**config.mk**
```make
export PLATFORM = sky130hd
export DESIGN_NAME = bcc_comparator_c
export DESIGN_NICKNAME = d
export VERILOG_FILES = /design/src/hw/bcc_pkg.sv /design/src/hw/bcc_comparator_c.sv
export SDC_FILE = /design/constraint.sdc
export NUM_CORES = 1
export LEC_CHECK = 0
export BUFFER_PORTS_ARGS = -buffer_cell sky130_fd_sc_hd__buf_2
export CAP_MARGIN = 20
export CORE_UTILIZATION = 54
export DETAILED_ROUTE_END_ITERATION = 12
export GPL_TIMING_DRIVEN = 0
export PLACE_DENSITY = 0.84
export SLEW_MARGIN = 30
export SYNTH_ARGS = -nofsm -noshare
export SYNTH_HDL_FRONTEND = slang
export SYNTH_SLANG_ARGS = --single-unit
export TNS_END_PERCENT = 5
```
**constraint.sdc**
```tcl
create_clock -name clk_in -period 5.7 [get_ports clk_in]
set_input_delay 1.14 -clock clk_in [delete_from_list [all_inputs] [get_ports clk_in]]
set_output_delay 1.14 -clock clk_in [all_outputs]
set_load 0.01 [all_outputs]
```
**src/hw/bcc_pkg.sv**
```systemverilog
package bcc_pkg;
	// ----------------------------------------
	// register offsets
	// ----------------------------------------
	localparam logic [7:0] OFF_EXT = 8'h25;
	localparam logic [7:0] OFF_VAL_HIGH = 8'h26;
	localparam logic [7:0] OFF_VAL_LOW = 8'h27;
	localparam logic [7:0] OFF_CTRL_TWO = 8'h28;
	// mode/arm control register (capture enable, arm, loop select)
	localparam logic [7:0] OFF_ARM_CTRL = 8'h20;
	localparam logic [7:0] OFF_STATUS = 8'h21;

	// ----------------------------------------
	// field positions
	// ----------------------------------------
	localparam int EXT_PAGE_LO = 6;
	localparam int EXT_CMP_MSB = 5;
	localparam int C2_AB_EN = 7;
	localparam int C2_FULL = 6;
	localparam int C2_BDM = 5;
	localparam int C2_TAG_AB = 4;
	localparam int C2_C_EN = 3;
	localparam int C2_TAG_C = 2;
	localparam int C2_RW_EN = 1;
	localparam int C2_RW_VAL = 0;
	localparam int ARM_CAPTURE_EN = 7;
	localparam int ARM_ARM = 6;
	localparam int ARM_LOOP = 0;

	// ----------------------------------------
	// reset values and widths
	// ----------------------------------------
	localparam logic [7:0] RST_BYTE = 8'h00;
	localparam int ADDR_W = 16;
	localparam int XADDR_W = 22;
	localparam int PAGE_MSB = 21;
	localparam int PAGE_LSB = 16;
	localparam int XHI_MSB = 15;
	localparam int XHI_LSB = 14;
	localparam int AB_HI_MSB = 13;
	localparam int AB_HI_LSB = 8;

	typedef enum logic [1:0] {
		BCC_IDLE = 2'b00,
		BCC_PEND = 2'b01,
		BCC_SENT = 2'b10
	} bcc_brk_state_t;
endpackage
```
**src/hw/bcc_comparator_c.sv**
```systemverilog
// Design decision made here: the address-and-strobe port.
`timescale 1ns/10ps
module bcc_comparator_c #(
	parameter int ADDR_W = bcc_pkg::ADDR_W, // cpu address width
	parameter int XADDR_W = bcc_pkg::XADDR_W // expanded address width
) (
	input wire logic clk_in, // bus clock
	input wire logic nrst_in, // sync reset, active low
	input wire logic [7:0] reg_addr_in, // register offset
	input wire logic [7:0] reg_wdata_in, // write data
	input wire logic reg_wr_in, // write strobe
	input wire logic reg_rd_in, // read strobe
	output logic [7:0] reg_rdata_out, // read data, cycle after strobe
	input wire logic [ADDR_W-1:0] cpu_address_bus_in, // core address
	input wire logic [XADDR_W-1:0] expanded_address_bus_in, // paged address
	input wire logic bus_read_in, // 1 read, 0 write cycle
	input wire logic bus_valid_in, // bus cycle qualifier
	input wire logic opcode_exec_in, // tagged opcode about to execute
	input wire logic instr_boundary_in, // next instruction boundary
	output logic break_req_out, // break request to core
	output logic break_to_background_out, // 1 background debug, 0 swi
	output logic break_tagged_out, // request is a tagged break
	output logic breakpoint_only_mode_out, // ab break enable level
	output logic full_mode_out, // effective full mode for a/b
	output logic ab_tagged_out, // effective ab tag select
	output logic c_match_out // raw comparator c match (registered)
);
	// ----------------------------------------
	// registers
	// ----------------------------------------
	logic [7:0] comparator_c_extended;
	logic [7:0] comparator_c_value_high;
	logic [7:0] comparator_c_value_low;
	logic [7:0] breakpoint_control_two;
	logic capture_unit_enable;
	logic armed;
	logic loop_capture_mode;
	logic c_hit_flag;
	bcc_pkg::bcc_brk_state_t brk_state;

	logic wr_ext, wr_hi, wr_lo, wr_c2, wr_arm;
	logic arm_loop_evt;
	assign wr_ext = reg_wr_in && reg_addr_in == bcc_pkg::OFF_EXT;
	assign wr_hi = reg_wr_in && reg_addr_in == bcc_pkg::OFF_VAL_HIGH;
	assign wr_lo = reg_wr_in && reg_addr_in == bcc_pkg::OFF_VAL_LOW;
	assign wr_c2 = reg_wr_in && reg_addr_in == bcc_pkg::OFF_CTRL_TWO;
	assign wr_arm = reg_wr_in && reg_addr_in == bcc_pkg::OFF_ARM_CTRL;
	// arming with loop capture selected, judged from the written byte
	assign arm_loop_evt = wr_arm && reg_wdata_in[bcc_pkg::ARM_ARM]
		&& reg_wdata_in[bcc_pkg::ARM_LOOP];

	// extended register: plain storage, software owns top compare bits
	always_ff @(posedge clk_in) begin
		if (!nrst_in) begin
			comparator_c_extended <= bcc_pkg::RST_BYTE;
		end else if (wr_ext) begin
			comparator_c_extended <= reg_wdata_in;
		end
	end

	// compare value; loop-mode arm clears it and wins over a same-cycle write
	always_ff @(posedge clk_in) begin
		if (!nrst_in) begin
			comparator_c_value_high <= bcc_pkg::RST_BYTE;
			comparator_c_value_low <= bcc_pkg::RST_BYTE;
		end else if (arm_loop_evt) begin
			comparator_c_value_high <= bcc_pkg::RST_BYTE;
			comparator_c_value_low <= bcc_pkg::RST_BYTE;
		end else begin
			if (wr_hi) begin
				comparator_c_value_high <= reg_wdata_in;
			end
			if (wr_lo) begin
				comparator_c_value_low <= reg_wdata_in;
			end
		end
	end

	// control two; c enable dropped on loop-mode arm
	always_ff @(posedge clk_in) begin
		if (!nrst_in) begin
			breakpoint_control_two <= bcc_pkg::RST_BYTE;
		end else begin
			if (wr_c2) begin
				breakpoint_control_two <= reg_wdata_in;
			end
			if (arm_loop_evt) begin
				breakpoint_control_two[bcc_pkg::C2_C_EN] <= 1'b0;
			end
		end
	end

	// arm/capture control; capture enable refused in breakpoint-only mode
	always_ff @(posedge clk_in) begin
		if (!nrst_in) begin
			capture_unit_enable <= 1'b0;
			armed <= 1'b0;
			loop_capture_mode <= 1'b0;
		end else if (wr_arm) begin
			capture_unit_enable <= reg_wdata_in[bcc_pkg::ARM_CAPTURE_EN]
				&& !breakpoint_control_two[bcc_pkg::C2_AB_EN];
			armed <= reg_wdata_in[bcc_pkg::ARM_ARM];
			loop_capture_mode <= reg_wdata_in[bcc_pkg::ARM_LOOP];
		end
	end

	// ----------------------------------------
	// comparator c match
	// ----------------------------------------
	logic page_on;
	logic [7:0] hi_addr;
	logic hi_ok, lo_ok, ext_ok, dir_ok, c_match;
	// only the low page bit matters; the upper one has no paging behind it
	assign page_on = comparator_c_extended[bcc_pkg::EXT_PAGE_LO];
	// paged: xab 15..14 joined to ab 13..8; unpaged: ab 15..8
	assign hi_addr = page_on ?
		{expanded_address_bus_in[bcc_pkg::XHI_MSB:bcc_pkg::XHI_LSB],
		cpu_address_bus_in[bcc_pkg::AB_HI_MSB:bcc_pkg::AB_HI_LSB]}
		: cpu_address_bus_in[ADDR_W-1:bcc_pkg::AB_HI_LSB];
	assign hi_ok = hi_addr == comparator_c_value_high;
	assign lo_ok = cpu_address_bus_in[bcc_pkg::AB_HI_LSB-1:0] == comparator_c_value_low;
	assign ext_ok = !page_on || (expanded_address_bus_in[bcc_pkg::PAGE_MSB:bcc_pkg::PAGE_LSB]
		== comparator_c_extended[bcc_pkg::EXT_CMP_MSB:0]);
	// direction only counts when qualification is on
	assign dir_ok = !breakpoint_control_two[bcc_pkg::C2_RW_EN]
		|| (bus_read_in == breakpoint_control_two[bcc_pkg::C2_RW_VAL]);
	assign c_match = bus_valid_in && hi_ok && lo_ok && ext_ok && dir_ok;

	// c breaks allowed in breakpoint-only mode, or capture mode outside loop
	logic c_allowed;
	assign c_allowed = breakpoint_control_two[bcc_pkg::C2_C_EN]
		&& (breakpoint_control_two[bcc_pkg::C2_AB_EN]
		|| (capture_unit_enable && !loop_capture_mode));

	// ----------------------------------------
	// a/b mode decode
	// ----------------------------------------
	// full and ab tag are meaningless unless ab break enable is set
	always_comb begin
		breakpoint_only_mode_out = breakpoint_control_two[bcc_pkg::C2_AB_EN];
		full_mode_out = breakpoint_control_two[bcc_pkg::C2_AB_EN]
			&& breakpoint_control_two[bcc_pkg::C2_FULL];
		ab_tagged_out = breakpoint_control_two[bcc_pkg::C2_AB_EN]
			&& breakpoint_control_two[bcc_pkg::C2_TAG_AB];
		break_to_background_out = breakpoint_control_two[bcc_pkg::C2_BDM];
	end

	// ----------------------------------------
	// break request sequencing
	// ----------------------------------------
	// a match waits for the boundary (forced) or the opcode's execution
	// (tagged); a tagged opcode that reaches its boundary unexecuted is
	// dropped, so a later, unrelated execution cannot pick up a stale match
	logic tagged_sel, fire;
	assign tagged_sel = breakpoint_control_two[bcc_pkg::C2_TAG_C];
	assign fire = tagged_sel ? opcode_exec_in : instr_boundary_in;

	always_ff @(posedge clk_in) begin
		if (!nrst_in) begin
			brk_state <= bcc_pkg::BCC_IDLE;
			break_req_out <= 1'b0;
			break_tagged_out <= 1'b0;
			c_match_out <= 1'b0;
		end else begin
			c_match_out <= c_match;
			break_req_out <= 1'b0;
			case (brk_state)
				bcc_pkg::BCC_IDLE: begin
					if (c_match && c_allowed) begin
						brk_state <= bcc_pkg::BCC_PEND;
						break_tagged_out <= tagged_sel;
					end
				end
				bcc_pkg::BCC_PEND: begin
					if (!c_allowed) begin
						brk_state <= bcc_pkg::BCC_IDLE;
					end else if (fire) begin
						break_req_out <= 1'b1;
						brk_state <= bcc_pkg::BCC_SENT;
					end else if (tagged_sel && instr_boundary_in) begin
						// boundary passed and the opcode did not execute
						brk_state <= bcc_pkg::BCC_IDLE;
					end
				end
				bcc_pkg::BCC_SENT: begin
					brk_state <= bcc_pkg::BCC_IDLE;
				end
				default: begin
					brk_state <= bcc_pkg::BCC_IDLE;
				end
			endcase
		end
	end

	// sticky hit flag; set wins over the clear-on-write
	always_ff @(posedge clk_in) begin
		if (!nrst_in) begin
			c_hit_flag <= 1'b0;
		end else if (c_match && c_allowed) begin
			c_hit_flag <= 1'b1;
		end else if (reg_wr_in && reg_addr_in == bcc_pkg::OFF_STATUS) begin
			c_hit_flag <= 1'b0;
		end
	end

	// ----------------------------------------
	// read back; unmapped offsets read zero
	// ----------------------------------------
	always_ff @(posedge clk_in) begin
		if (!nrst_in) begin
			reg_rdata_out <= bcc_pkg::RST_BYTE;
		end else if (reg_rd_in) begin
			case (reg_addr_in)
				bcc_pkg::OFF_EXT: reg_rdata_out <= comparator_c_extended;
				bcc_pkg::OFF_VAL_HIGH: reg_rdata_out <= comparator_c_value_high;
				bcc_pkg::OFF_VAL_LOW: reg_rdata_out <= comparator_c_value_low;
				bcc_pkg::OFF_CTRL_TWO: reg_rdata_out <= breakpoint_control_two;
				bcc_pkg::OFF_ARM_CTRL: reg_rdata_out <= {capture_unit_enable, armed,
					5'h00, loop_capture_mode};
				bcc_pkg::OFF_STATUS: reg_rdata_out <= {7'h00, c_hit_flag};
				default: reg_rdata_out <= bcc_pkg::RST_BYTE;
			endcase
		end else begin
			reg_rdata_out <= bcc_pkg::RST_BYTE;
		end
	end

	// ----------------------------------------
	// checks
	// ----------------------------------------
	// register writes land unless a loop-mode arm takes precedence
	ext_write_a: assert property (@(posedge clk_in) disable iff (!nrst_in)
		wr_ext |=> comparator_c_extended == $past(reg_wdata_in))
		else $error("extended register write lost");
	value_high_write_a: assert property (@(posedge clk_in) disable iff (!nrst_in)
		(wr_hi && !arm_loop_evt) |=> comparator_c_value_high == $past(reg_wdata_in))
		else $error("compare value high write lost");
	value_low_write_a: assert property (@(posedge clk_in) disable iff (!nrst_in)
		(wr_lo && !arm_loop_evt) |=> comparator_c_value_low == $past(reg_wdata_in))
		else $error("compare value low write lost");
	ctrl_write_a: assert property (@(posedge clk_in) disable iff (!nrst_in)
		(wr_c2 && !arm_loop_evt) |=> breakpoint_control_two == $past(reg_wdata_in))
		else $error("control two write lost");
	loop_arm_clear_a: assert property (@(posedge clk_in) disable iff (!nrst_in)
		arm_loop_evt |=> comparator_c_value_high == bcc_pkg::RST_BYTE
		&& comparator_c_value_low == bcc_pkg::RST_BYTE)
		else $error("compare value not cleared on loop arm");
	loop_arm_cen_a: assert property (@(posedge clk_in) disable iff (!nrst_in)
		arm_loop_evt |=> !breakpoint_control_two[bcc_pkg::C2_C_EN])
		else $error("c enable survived loop arm");

	// capture enable follows the write only outside breakpoint-only mode
	capture_refused_a: assert property (@(posedge clk_in) disable iff (!nrst_in)
		(wr_arm && breakpoint_control_two[bcc_pkg::C2_AB_EN]) |=> !capture_unit_enable)
		else $error("capture enabled in breakpoint-only mode");
	capture_taken_a: assert property (@(posedge clk_in) disable iff (!nrst_in)
		(wr_arm && !breakpoint_control_two[bcc_pkg::C2_AB_EN]
		&& reg_wdata_in[bcc_pkg::ARM_CAPTURE_EN]) |=> capture_unit_enable)
		else $error("capture enable write lost");
	loop_taken_a: assert property (@(posedge clk_in) disable iff (!nrst_in)
		(wr_arm && reg_wdata_in[bcc_pkg::ARM_LOOP]) |=> loop_capture_mode)
		else $error("loop capture select write lost");

	// a/b qualifiers pass through only with ab break enable set; break destination follows control two regardless
	ab_bits_masked_a: assert property (@(posedge clk_in) disable iff (!nrst_in)
		!breakpoint_control_two[bcc_pkg::C2_AB_EN] |-> !full_mode_out && !ab_tagged_out)
		else $error("full or ab tag active with ab break off");
	full_mode_a: assert property (@(posedge clk_in) disable iff (!nrst_in)
		breakpoint_control_two[bcc_pkg::C2_AB_EN]
		|-> full_mode_out == breakpoint_control_two[bcc_pkg::C2_FULL])
		else $error("full mode select not passed on");
	ab_tag_a: assert property (@(posedge clk_in) disable iff (!nrst_in)
		breakpoint_control_two[bcc_pkg::C2_AB_EN]
		|-> ab_tagged_out == breakpoint_control_two[bcc_pkg::C2_TAG_AB])
		else $error("ab tag select not passed on");
	break_dest_a: assert property (@(posedge clk_in) disable iff (!nrst_in)
		break_req_out |-> break_to_background_out == breakpoint_control_two[bcc_pkg::C2_BDM])
		else $error("break destination differs from control two");

	// every enabled part of the comparator c match must hold
	valid_needed_a: assert property (@(posedge clk_in) disable iff (!nrst_in)
		!bus_valid_in |-> !c_match)
		else $error("match without a valid bus cycle");
	low_byte_a: assert property (@(posedge clk_in) disable iff (!nrst_in)
		c_match |-> cpu_address_bus_in[bcc_pkg::AB_HI_LSB-1:0] == comparator_c_value_low)
		else $error("match with wrong low address byte");
	unpaged_ignore_a: assert property (@(posedge clk_in) disable iff (!nrst_in)
		(!page_on && bus_valid_in && dir_ok
		&& cpu_address_bus_in == {comparator_c_value_high, comparator_c_value_low})
		|-> c_match)
		else $error("unpaged compare missed address");
	unpaged_high_a: assert property (@(posedge clk_in) disable iff (!nrst_in)
		(c_match && !page_on)
		|-> cpu_address_bus_in[ADDR_W-1:bcc_pkg::AB_HI_LSB] == comparator_c_value_high)
		else $error("unpaged match with wrong high byte");
	paged_match_a: assert property (@(posedge clk_in) disable iff (!nrst_in)
		(c_match && page_on) |-> expanded_address_bus_in[bcc_pkg::PAGE_MSB:bcc_pkg::PAGE_LSB]
		== comparator_c_extended[bcc_pkg::EXT_CMP_MSB:0])
		else $error("paged match with wrong page");
	paged_high_a: assert property (@(posedge clk_in) disable iff (!nrst_in)
		(c_match && page_on)
		|-> {expanded_address_bus_in[bcc_pkg::XHI_MSB:bcc_pkg::XHI_LSB],
		cpu_address_bus_in[bcc_pkg::AB_HI_MSB:bcc_pkg::AB_HI_LSB]} == comparator_c_value_high)
		else $error("paged match with wrong high byte");
	dir_qualify_a: assert property (@(posedge clk_in) disable iff (!nrst_in)
		(c_match && breakpoint_control_two[bcc_pkg::C2_RW_EN])
		|-> bus_read_in == breakpoint_control_two[bcc_pkg::C2_RW_VAL])
		else $error("direction mismatch gave a match");
	dir_ignored_a: assert property (@(posedge clk_in) disable iff (!nrst_in)
		(bus_valid_in && hi_ok && lo_ok && ext_ok
		&& !breakpoint_control_two[bcc_pkg::C2_RW_EN]) |-> c_match)
		else $error("direction counted with qualify off");
	match_registered_a: assert property (@(posedge clk_in) disable iff (!nrst_in)
		c_match |=> c_match_out)
		else $error("match output lagged");

	// break request: a single pulse, only out of a pending match
	forced_fire_a: assert property (@(posedge clk_in) disable iff (!nrst_in)
		(brk_state == bcc_pkg::BCC_PEND && c_allowed && !tagged_sel && instr_boundary_in)
		|=> break_req_out ##1 !break_req_out)
		else $error("forced break not one pulse at boundary");
	tagged_fire_a: assert property (@(posedge clk_in) disable iff (!nrst_in)
		(brk_state == bcc_pkg::BCC_PEND && c_allowed && tagged_sel && opcode_exec_in)
		|=> break_req_out)
		else $error("tagged break missed the executed opcode");
	tagged_drop_a: assert property (@(posedge clk_in) disable iff (!nrst_in)
		(brk_state == bcc_pkg::BCC_PEND && c_allowed && tagged_sel && instr_boundary_in
		&& !opcode_exec_in) |=> !break_req_out && brk_state == bcc_pkg::BCC_IDLE)
		else $error("unexecuted tagged opcode kept its break");
	tag_latched_a: assert property (@(posedge clk_in) disable iff (!nrst_in)
		(brk_state == bcc_pkg::BCC_IDLE && c_match && c_allowed)
		|=> break_tagged_out == $past(tagged_sel))
		else $error("break kind not latched at match");
	req_from_pend_a: assert property (@(posedge clk_in) disable iff (!nrst_in)
		break_req_out |-> brk_state == bcc_pkg::BCC_SENT)
		else $error("break request outside the sent state");
	sent_returns_a: assert property (@(posedge clk_in) disable iff (!nrst_in)
		brk_state == bcc_pkg::BCC_SENT |=> brk_state == bcc_pkg::BCC_IDLE && !break_req_out)
		else $error("break request held past one cycle");
	pend_dropped_a: assert property (@(posedge clk_in) disable iff (!nrst_in)
		(brk_state == bcc_pkg::BCC_PEND && !c_allowed)
		|=> brk_state == bcc_pkg::BCC_IDLE && !break_req_out)
		else $error("pending break kept after c breaks went off");
	loop_blocks_c_a: assert property (@(posedge clk_in) disable iff (!nrst_in)
		(!breakpoint_control_two[bcc_pkg::C2_AB_EN] && loop_capture_mode
		&& brk_state == bcc_pkg::BCC_IDLE) |=> brk_state == bcc_pkg::BCC_IDLE)
		else $error("c break armed in loop capture");
	cen_off_idle_a: assert property (@(posedge clk_in) disable iff (!nrst_in)
		(!breakpoint_control_two[bcc_pkg::C2_C_EN] && brk_state == bcc_pkg::BCC_IDLE)
		|=> brk_state == bcc_pkg::BCC_IDLE)
		else $error("c break armed with c enable off");
	hit_flag_set_a: assert property (@(posedge clk_in) disable iff (!nrst_in)
		(c_match && c_allowed) |=> c_hit_flag)
		else $error("hit flag missed a c match");
endmodule

```
==> impl_metrics.py <==
metrics = {
    "setup_path": {
        "critPathLaunchType": "input port",
        "path_delay_family": "simple AND/OR/NAND/NOR gates",
        "worstPathRequired_ns": 5.87,
        "crit_path_end_kind": "register",
        "critical_path_arrival_ns": 3.07,
        "crit_top_cell": "nand2_1",
        "max_stage_delay_ns": 0.54,
        "path_buf_inv": 2,
        "crit_type": "in2reg",
        "path_max_fanout": 8,
        "path_cells": "buf_2 -> or4b_4 -> buf_6 -> nor4_4 -> nand2_1 -> nand2_1 -> a21oi_1",
        "critPathSlowestCell": "or4b_4",
    },
    "layout": {
        "nNetsFinal": 410,
        "syn_to_final_growth_pct": 18.96,
        "utilization_pct": 68.96,
        "fillers": 343,
        "antenna_cells": 0,
        "drive_above_1_share_pct": 24.07,
    },
    "synthesis": {
        "yosysMostFrequentCell": "nand2_1",
        "synth_area_leaders": "dfxtp_1 41%, a21oi_1 8.3%, nand2_1 8.1%, xnor2_1 7.7%, nand3_1 7.3%",
        "ys_types": 40,
        "synth-seq-area-share_pct": 40.83,
        "synth_warnings": 0,
        "synth-edff-count": 0,
        "synth_area_per_cell_um2": 8.610,
        "syn-num-nets": 341,
        "yosys_register_bits": 49,
        "ys_async_sr_fraction_pct": 0,
        "postSynthCellCount": 279,
        "synth_top_area_share_pct": 40.83,
        "synth_area_leader_cell": "dfxtp_1",
        "synthTopCellsByCount": "52 x nand2_1, 49 x dfxtp_1, 40 x a21oi_1, 35 x nand3_1, 21 x xnor2_1",
        "ys.flop_type": "dfxtp_1",
        "netlist_area_mm2": 0.002402,
    },
    "hold_path": {
        "hold_path_class": "reg2reg",
    },
    "cts": {
        "root_buffer": "clkbuf_8",
        "h-tree-depth": 2,
        "holdBufCountCts": 0,
        "cts_setup_buffers": 0,
        "clk_latency_ns": 0.31,
        "cts_made_buffers": 5,
        "ctsResizeCount": 0,
        "clk_transition_reported_paths_ns": 0.09,
        "cts.sink_count": 49,
        "cts_tree": "built",
        "clockBufferDepth": 2,
    },
    "routing": {
        "wl_um": 6824,
        "drtIter0Drc": 212,
        "post-route-drc-count": 0,
        "drtPass1Iterations": 5,
        "via_per_inst": 6.045,
        "vias": 2412,
        "ant_nets": 0,
        "post_drt_wl_per_cell_um": 17.10,
    },
    "timing": {
        "skew_ns": 0.002031,
        "fmax_mhz": 345.0,
        "min_period_over_period_pct": 50.84,
        "tns_ns": 0,
        "min_period_ns": 2.898,
        "slew_headroom_pct": 46.23,
        "setup_violations": 0,
        "rsz0062_at_grt": "false",
        "hold_viol_final": 0,
        "worst_pin_slew_ns": 0.8048,
        "worst_slack_ns": 2.802,
        "drv_slew": 0,
    },
    "floorplan": {
        "die_height_um": 68.70,
        "rows": 23,
        "fp.coreArea_mm2": 0.004144,
        "pin_count": 77,
        "die_area_mm2": 0.004720,
        "die_w_um": 68.70,
        "start_util_pct": 57.97,
    },
    "placed_design": {
        "io_buffers": 62,
        "place_ws_ns": 2.526,
        "place.gp.congestion": 0.8628,
        "dp_hpwl_um": 5052,
    },
    "flow_run": {
        "maxCapViolCount": 0,
    },
    "power": {
        "p_leak_nw": 0.9974,
        "vdd_drop_max_v": 0.0001768,
        "p_per_area_mw_per_mm2": 210.0,
        "power_w": 0.0006001,
    },
    "global_routing": {
        "antenna_found_initial": 0,
        "grt_max_degree": 15,
        "grt_use_total_pct": 30.18,
        "grt_pass1_vias": 2050,
        "grt_overflow_total": 0,
        "grt_pass1_wl_um": 10090,
    },
    "outcome": {
        "outcome": "complete, no violations",
    },
}
final cells by class:
class	count	area, um2	area share (%)
plain buffers	14	108.9	3.809
clock buffers	6	72.57	2.539
clock inverters	2	10.01	0.3503
inverters	4	15.01	0.5254
multi-input cells	212	1297	45.40
flip-flops and latches	49	980.9	34.33
well taps	50	62.56	2.189
repair buffers	62	310.3	10.86
path summary, 6_finish.rpt:
path / endpoint / from / cells after the start / slack [ns]
setup reg to reg: c_hit_flag / comparator_c_extended[6] / 5 / 4.00
hold / removal: breakpoint_control_two[4] / breakpoint_control_two[4] / 2 / 0.47
setup / recovery: comparator_c_extended[6] / reg_addr_in[4] / 7 / 2.80
hold reg to reg: breakpoint_control_two[4] / breakpoint_control_two[4] / 2 / 0.47
through the flow:
stage          cells  instance area (um2)  hold slack (ns)
3_3_place_gp     391                 2775           0.4435
4_1_cts          399                 2858           0.4717
2_1_floorplan    279                 2402           0.4359
5_1_grt          399                 2858           0.5093
3_5_place_dp     391                 2775           0.4598
6_report         399                 2858           0.4733
routing by layer:
metal,GRT usage [%],share of wire [%],vias up,routed length [um]
met2,50.98,46,133,3156
met3,5.099,8.7,15,593
met4,10.71,2.4,0,164
li1,-,-,1150,-
met1,38.60,43,1114,2910
met5,0,0,-,0
report_power, final:
| part | switching, W | total [W] | leakage [nW] | internal, W |
|---|---|---|---|---|
| Sequential | 0.000000324 | 0.000343 | 0.394 | 0.000342 |
| Combinational | 0.0000339 | 0.0000574 | 0.558 | 0.0000236 |
| Clock | 0.000115 | 0.000200 | 0.0450 | 0.0000852 |
sequential cells by signal (all words and copies together) (netlist names):
register                 cells
breakpoint_control_two       8
comparator_c_extended        8
comparator_c_value_high      8
comparator_c_value_low       8
reg_rdata_out                8
brk_state                    2
armed                        1
break_req_out                1
break_tagged_out             1
c_hit_flag                   1
c_match_out                  1
capture_unit_enable          1
loop_capture_mode            1
worst register-to-register path: cells and delay by family (launching register included):
kind	cells	cell delay, ns
compound gates	1	0.22
mux	1	0.26
simple gates	2	0.58
xor+xnor	1	0.11
flops	1	0.45
cell families (layout without fill, tap and decap cells):
group | after synthesis | in the layout | synth area share, %
flops | 49 | 49 | 40.83
mux | 7 | 7 | 2.969
xor+xnor | 23 | 23 | 8.386
simple gates | 123 | 123 | 27.71
buf+inv | 18 | 88 | 5.155
compound gates | 59 | 59 | 14.95
cell usage in the layout, fill, tap and decap left out, types with 4 or more instances in the layout:
cell type / instances
buf_2: 62
nand2_1: 52
dfxtp_1: 49
a21oi_1: 40
nand3_1: 35
xnor2_1: 21
a222oi_1: 8
nand4_1: 7
clkbuf_1: 6
mux2i_1: 6
buf_6: 5
clkbuf_8: 5
nor2_1: 4
inv_1: 4
nor4_4: 4
(Power assumes the default switching activity.)
